$ cat src/test_port_pkg.sv
// Constants and types for the test port and output-disable block
// Functional notes
// TMS and TDI are taken on each rising test clock edge into the TAP controller, instruction register or selected data register.
// The selected register shifts out on TDO, and TDO changes only on falling test clock edges.
// TDO is released (high impedance) except while a data or instruction scan is shifting.
// With test reset high the scan system controls the device.
// With test reset low the device runs functionally and ignores the test clock, TMS and TDI.
// With test reset high each emulation line is a two-way emulator interrupt whose direction is set by scan.
// With test reset low the second emulation line acts as an active-low global output-disable input.
// Output disable is active only for test reset low, first emulation line high and second low.
// While output disable is active every output driver, TDO included, is released.
// The outside party uses output disable only for test and emulation, never for bus sharing.
// The TAP controller follows the sixteen-state TMS sequence and is held in reset while test reset is low.
`default_nettype none

package test_port_pkg;

    typedef enum logic [3:0] {
        TEST_LOGIC_RESET, RUN_TEST_IDLE,
        SELECT_DR, CAPTURE_DR, SHIFT_DR, EXIT1_DR, PAUSE_DR, EXIT2_DR,
        UPDATE_DR,
        SELECT_IR, CAPTURE_IR, SHIFT_IR, EXIT1_IR, PAUSE_IR, EXIT2_IR,
        UPDATE_IR
    } tap_state_e;

    localparam int unsigned IR_WIDTH  = 4;
    localparam int unsigned EMU_LINES = 2;

    localparam logic [IR_WIDTH-1:0] INSTR_BYPASS  = 4'hf;
    localparam logic [IR_WIDTH-1:0] INSTR_EMU_DIR = 4'h2;
    localparam logic [IR_WIDTH-1:0] IR_CAPTURE    = 4'h1;
    localparam logic [IR_WIDTH-1:0] IR_RESET      = INSTR_BYPASS;

    localparam logic [EMU_LINES-1:0] EMU_DIR_RESET = 2'h0;

    // Positions in the synchronised pin vector
    localparam int unsigned PIN_TRST  = 0;
    localparam int unsigned PIN_EMU_A = 1;
    localparam int unsigned PIN_EMU_B = 2;
    localparam int unsigned PIN_COUNT = 3;
    // Test reset low, both emulation lines pulled high
    localparam logic [PIN_COUNT-1:0] PIN_RESET = 3'h6;

endpackage

`default_nettype wire

$ cat src/tap_state_machine.sv
// Sixteen-state TAP controller on the test clock
`default_nettype none

module tap_state_machine (
    input  wire logic                     i_tck,
    input  wire logic                     i_test_reset_n,
    input  wire logic                     i_tms,
    output test_port_pkg::tap_state_e     o_state
);
    import test_port_pkg::*;

    tap_state_e next_state;

    always_comb begin
        next_state = o_state;
        unique case (o_state)
            TEST_LOGIC_RESET: next_state = i_tms ? TEST_LOGIC_RESET
                                                 : RUN_TEST_IDLE;
            RUN_TEST_IDLE: next_state = i_tms ? SELECT_DR : RUN_TEST_IDLE;
            SELECT_DR:     next_state = i_tms ? SELECT_IR : CAPTURE_DR;
            CAPTURE_DR:    next_state = i_tms ? EXIT1_DR : SHIFT_DR;
            SHIFT_DR:      next_state = i_tms ? EXIT1_DR : SHIFT_DR;
            EXIT1_DR:      next_state = i_tms ? UPDATE_DR : PAUSE_DR;
            PAUSE_DR:      next_state = i_tms ? EXIT2_DR : PAUSE_DR;
            EXIT2_DR:      next_state = i_tms ? UPDATE_DR : SHIFT_DR;
            UPDATE_DR:     next_state = i_tms ? SELECT_DR : RUN_TEST_IDLE;
            SELECT_IR:     next_state = i_tms ? TEST_LOGIC_RESET
                                              : CAPTURE_IR;
            CAPTURE_IR:    next_state = i_tms ? EXIT1_IR : SHIFT_IR;
            SHIFT_IR:      next_state = i_tms ? EXIT1_IR : SHIFT_IR;
            EXIT1_IR:      next_state = i_tms ? UPDATE_IR : PAUSE_IR;
            PAUSE_IR:      next_state = i_tms ? EXIT2_IR : PAUSE_IR;
            EXIT2_IR:      next_state = i_tms ? UPDATE_IR : SHIFT_IR;
            UPDATE_IR:     next_state = i_tms ? SELECT_DR : RUN_TEST_IDLE;
        endcase
    end

    // Held in reset while test reset is low
    always_ff @(posedge i_tck or negedge i_test_reset_n) begin
        if (!i_test_reset_n) begin
            o_state <= TEST_LOGIC_RESET;
        end else begin
            o_state <= next_state;
        end
    end

endmodule // tap_state_machine

`default_nettype wire

$ cat config.mk
export PLATFORM = sky130hd
export DESIGN_NAME = tap_state_machine
export DESIGN_NICKNAME = d
export VERILOG_FILES = /design/src/test_port_pkg.sv /design/src/tap_state_machine.sv
export SDC_FILE = /design/constraint.sdc
export NUM_CORES = 1
export LEC_CHECK = 0
export ABC_AREA = 1
export BUFFER_PORTS_ARGS = -buffer_cell sky130_fd_sc_hd__buf_2
export CORE_AREA = 2 2 39 41
export DETAILED_ROUTE_END_ITERATION = 10
export DIE_AREA = 0 0 41 43
export RECOVER_POWER = 25
export SYNTH_ARGS = -nofsm -noshare
export SYNTH_HDL_FRONTEND = slang
export SYNTH_SLANG_ARGS = --single-unit
$ cat constraint.sdc
create_clock -name i_tck -period 2.05 [get_ports i_tck]
set_input_delay 0.41 -clock i_tck [delete_from_list [all_inputs] [get_ports i_tck]]
set_output_delay 0.41 -clock i_tck [all_outputs]
set_load 0.02 [all_outputs]
==> results of run 1 <==
## final timing paths
path                           startpoint    endpoint  slack [ns]  depth (start not counted)
min in group asynchronous  i_test_reset_n  o_state[2]        0.54                          2
max                            o_state[1]  o_state[1]        0.68                          1
min reg2reg                    o_state[3]  o_state[2]        0.66                          2
max in group asynchronous  i_test_reset_n  o_state[1]        1.33                          2
min                                 i_tms  o_state[1]        0.52                          3
max reg2reg                    o_state[1]  o_state[3]        0.92                          6
## area by class of cell
| type | instances | share of cell area [%] |
|---|---|---|
| tap | 16 | 4.95 |
| clock buffer | 3 | 5.57 |
| sequential | 4 | 24.8 |
| multi-input combinational | 43 | 49.5 |
| timing repair buffer | 7 | 9.60 |
| inverter | 6 | 5.57 |
## what timing repair did
action | in CTS | in global routing
resized for setup | 0 | 0
hold buffers | 1 | 0
endpoints found under the hold margin | 4 | 0
## cells by family (layout without fill, tap and decap cells)
family / count (synthesis) / after routing / synth area share [%]
simple gates: 36 / 36 / 48.1
buf+inv: 8 / 16 / 10.4
compound gates: 7 / 7 / 11.6
flops: 4 / 4 / 29.9
## where the power goes
group / internal (W) / switching (W)
combinational: 0.000107 / 0.000193
clock: 0.0000653 / 0.0000298
sequential: 0.000113 / 0.0000717
## metrics by stage
| step | hold WS [ns] | area [um^2] | utilization (%) |
|---|---|---|---|
| 2_1_floorplan | 0.114 | 335 | - |
| 3_3_place_gp | 0.216 | 373 | 26.9 |
| 3_5_place_dp | 0.215 | 373 | 26.9 |
| 4_1_cts | 0.501 | 405 | 29.3 |
| 5_1_grt | 0.541 | 404 | 29.2 |
| 6_report | 0.516 | 404 | 29.2 |
## layer usage
metal | share of wire [%] | global-route usage, % | routed length [um] | vias to the layer above
met5 | 0 | 0 | 0 | -
met4 | 0 | 8.00 | 0 | 0
met3 | 4.9 | 0 | 39 | 0
met2 | 50 | 17.5 | 393 | 9
met1 | 45 | 11.1 | 357 | 160
li1 | - | - | - | 196
## cells in the final DEF (no fill, tap or decap)
cell           count
dfrtp_1            4
o21ai_1            4
dlygate4sd3_1      1
clkbuf_1           1
inv_2              2
nand3_1            8
inv_1              4
nor2_1             5
nand2_1           16
a21oi_1            1
buf_2              5
nand3b_1           1
o21bai_1           1
nor2_2             3
o22ai_1            1
nand4_1            1
clkbuf_4           3
nor3_1             2
==> out/results.txt, run 1 <==
outcome -> completed
Port Buf Inserts -> 6
max-slew violation count -> 0
critical path buffer and inverter count -> 1
num rows -> 14
setup slack after layout -> 0.676 ns
final cell count without fillers -> 79
critical setup path kind -> reg -> out
Reg with most FFs -> o_state
unrepaired setup endpoints after global routing -> false
CTS max path bufs -> 2
H-tree levels -> 1
Cells after DPL -> 75
CP max stage delay -> 0.51 ns
DR WL/cell -> 10.0 um
Slew @ Worst Pin -> 0.303 ns
largest registers -> o_state: 4 flops
worst slew margin relative to its limit -> 79.8%
Residual DRC -> 0
Ports -> 7
fin nets -> 68
final worst-path cycle share -> 67.0%
Post-synth EDFFs -> 0
GRT Overall Usage -> 10.3%
crit-path leading delay family -> flip-flops
sequential fraction of the synthesis area -> 29.9%
pin count of the biggest net entering global routing -> 11
Sink Count -> 4
CTS clk-pin slew, worst paths -> 0.04 ns
synth-to-layout area growth -> 20.5%
routed vias -> 365
Final setup viols -> 0
Synth Warn # -> 0
Worst VDD drop -> 0.284 mV
PD cells -> 1430 nW/um^2
asr flop ratio synth -> 100%
Final min period -> 1.37 ns
number of global-route vias before repair -> 337
Fin Setup TNS -> 0 ns
first-pass GRT wire length -> 1250 um
WL final -> 790 um
setup bufs post-CTS -> 0
worst-path cell chain -> buf_2
clock tree root buffer cell -> clkbuf_4
Fin. Hold Viols -> 0
RD Place Congestion -> 0.771
layout cells sized above 1 -> 20.6%
chip height -> 43 um
Die ar. -> 1760 um^2
Critical Path Sink Type -> output pin
hpwl dp -> 618 um
max reg flops -> 4
dpl ws -> 0.911 ns
core area -> 1380 um^2
initial antenna violation count -> 0
CTS tree -> yes
Tot Pwr -> 0.000580 W
Worst Path Required -> 1.64 ns
area share of the largest cell type after synthesis -> 29.9%
DRT antenna net count -> 0
Post-Synthesis Cells -> 55
most used flip-flop cell after synthesis -> dfrtp_1
area of the multi-input gates -> 200 um^2
Max Cap Viol -> 0
drt initial violations -> 3
Max FO, Critical Path -> 10
Die X -> 41 um
final setup skew -> 0.000804 ns
Initial Util -> 24.2%
count leader, synth -> nand2_1
crit path DAT -> 0.96 ns
antenna cells -> 0
Detailed Routing Iterations Pass 1 -> 4
#FFs+latches synth -> 4
startpoint class of the critical path -> register
mean area per synthesized cell -> 6.10 um^2
Layout fillers -> 165
post-synth cell types -> 16
CP max stage cell -> dfrtp_1
Max Freq -> 728 MHz
total CTS buffers -> 3
FF+latch area -> 100 um^2
Leak Pwr -> 0.222 nW
hold crit path type -> in -> reg
Yosys top cell by area -> dfrtp_1
Clock Latency Late Sink -> 0.23 ns
syn nets -> 58
top cells by area, synth -> dfrtp_1 (30%), nand2_1 (18%), nand3_1 (12%), o21ai_1 (6.0%), nor2_1 (5.6%)
mapped cell area -> 335 um^2
vias per cell -> 4.62
gr ovfl total -> 0
synth cell count leaders -> nand2_1 (16), nand3_1 (8), nor2_1 (5)
Power figures use the tool's default switching activity.
==> inputs of run 2 (changes only) <==
Clock period 2.05 ns to 1.3 ns, I/O delays scaled along.
==> out/results.txt, run 2 (synthesis results as in run 1) <==
startpoint class of the critical path -> register (unchanged)
Critical Path Sink Type -> output pin (unchanged)
Final min period -> 1.22 ns
most common cell after layout, fill and taps aside -> nand2_1 (unchanged)
chip height -> 43 um (unchanged)
DR WL/cell -> 10.3 um (was 10.0 um)
first-pass GRT wire length -> 1350 um (was 1250 um)
Clock Latency Late Sink -> 0.23 ns (about the same)
Residual DRC -> 0 (unchanged)
Worst Path Required -> 1.04 ns (was 1.64 ns)
Die X -> 41 um (unchanged)
pin count of the biggest net entering global routing -> 11 (unchanged)
Reg with most FFs -> o_state (unchanged)
CTS clk-pin slew, worst paths -> 0.04 ns (about the same)
crit path DAT -> 0.96 ns (about the same)
Sink Count -> 4 (unchanged)
num rows -> 14 (unchanged)
Detailed Routing Iterations Pass 1 -> 4 (unchanged)
outcome -> completed (unchanged)
CP max stage delay -> 0.50 ns (was 0.51 ns)
PD cells -> 2290 nW/um^2 (was 1430 nW/um^2)
H-tree levels -> 1 (unchanged)
Port Buf Inserts -> 6 (unchanged)
critical setup path kind -> reg -> out (unchanged)
gr ovfl total -> 0 (unchanged)
Final setup viols -> 0 (unchanged)
DRT antenna net count -> 0 (unchanged)
Fin Setup TNS -> 0 ns (unchanged)
CTS max path bufs -> 2 (unchanged)
max-slew violation count -> 0 (unchanged)
CTS tree -> yes (unchanged)
core area -> 1380 um^2 (unchanged)
crit-path leading delay family -> flip-flops (unchanged)
worst-path cell chain -> buf_2 (unchanged)
synth-to-layout area growth -> 20.9% (was 20.5%)
GRT Overall Usage -> 11.0% (was 10.3%)
drt initial violations -> 14 (was 3)
Die ar. -> 1760 um^2 (unchanged)
fin nets -> 68 (unchanged)
total CTS buffers -> 3 (unchanged)
initial antenna violation count -> 0 (unchanged)
hpwl dp -> 635 um (was 618 um)
unrepaired setup endpoints after global routing -> false (unchanged)
Slew @ Worst Pin -> 0.298 ns (was 0.303 ns)
Final Core Density -> 29.3% (was 29.2%)
max reg flops -> 4 (unchanged)
critical path buffer and inverter count -> 1 (unchanged)
WL final -> 816 um (was 790 um)
hold crit path type -> in -> reg (unchanged)
Max Cap Viol -> 0 (unchanged)
layout cells sized above 1 -> 22.2% (was 20.6%)
worst slew margin relative to its limit -> 80.1% (was 79.8%)
vias per cell -> 4.70 (was 4.62)
Max Freq -> 818 MHz
Ports -> 7 (unchanged)
largest registers -> o_state: 4 flops (unchanged)
Leak Pwr -> 0.220 nW (was 0.222 nW)
antenna cells -> 0 (unchanged)
RD Place Congestion -> 0.750 (was 0.771)
routed vias -> 371 (was 365)
CP max stage cell -> dfrtp_1 (unchanged)
Fin. Hold Viols -> 0 (unchanged)
clock tree root buffer cell -> clkbuf_4 (unchanged)
Initial Util -> 24.2% (unchanged)
final worst-path cycle share -> 94.1%
setup bufs post-CTS -> 0 (unchanged)
Worst VDD drop -> 0.412 mV (was 0.284 mV)
most frequent cells in the layout -> nand2_1 (16), nand3_1 (8), nor2_1 (5), buf_2 (5) (unchanged)
final setup skew -> 0.000313 ns (was 0.000804 ns)
Max FO, Critical Path -> 8 (was 10)
number of global-route vias before repair -> 356 (was 337)
==> run 2: metal layers <==
layer | wire [um] | part of all wire, % | vias up | global-route usage (%)
met5 | 0 | 0 | - | 0
met1 | 331 | 41 | 163 | 10.8
met2 | 447 | 55 | 13 | 20.0
met4 | 0 | 0 | 0 | 8.00
met3 | 36 | 4.4 | 0 | 0
li1 | - | - | 195 | -
==> run 2: through the flow <==
step	cells	power [W]	setup WS [ns]	hold slack, ns	instance area [um^2]
3_3_place_gp	75	0.000765	0.172	0.0659	373
6_report	79	0.000929	0.0773	0.359	405
5_1_grt	79	0.00103	0.0328	0.374	405
3_5_place_dp	75	0.000771	0.156	0.0669	373
2_1_floorplan	55	0.000649	0.162	-0.0356	335
4_1_cts	79	0.000932	0.0505	0.349	405
==> run 2: worst paths after layout <==
check	from	to	slack, ns	cells past startpoint
setup / recovery	o_state[0]	o_state[0]	0.08	1
hold / removal	i_tms	o_state[1]	0.36	3
setup reg to reg	o_state[2]	o_state[0]	0.17	5
hold reg to reg	o_state[3]	o_state[2]	0.66	2
max in group asynchronous	i_test_reset_n	o_state[1]	0.71	2
min in group asynchronous	i_test_reset_n	o_state[3]	0.40	2
==> run 2: worst min-delay path: stages <==
cell     delay (ns)
buf_2          0.14
nand2_1        0.07
nand3_1        0.07
==> run 2: repair_timing <==
item,4_1_cts,5_1_grt
endpoints found under the hold margin,4,0
hold buffers,1,0
setup endpoints to repair,0,2
resized for setup,0,1
==> run 2: power breakdown <==
group	switching (W)	internal (W)	total, W
combinational	0.000308	0.000169	0.000477
sequential	0.000120	0.000181	0.000301
clock	0.0000468	0.000103	0.000150
==> run 2: area by class of cell <==
class	instances	area (um^2)
Clock buffer	3	22.5
Fill cell	152	978
Inverter	6	22.5
Multi-Input combinational cell	43	200
Sequential cell	4	101
Tap cell	16	20.0
Timing Repair Buffer	7	38.8
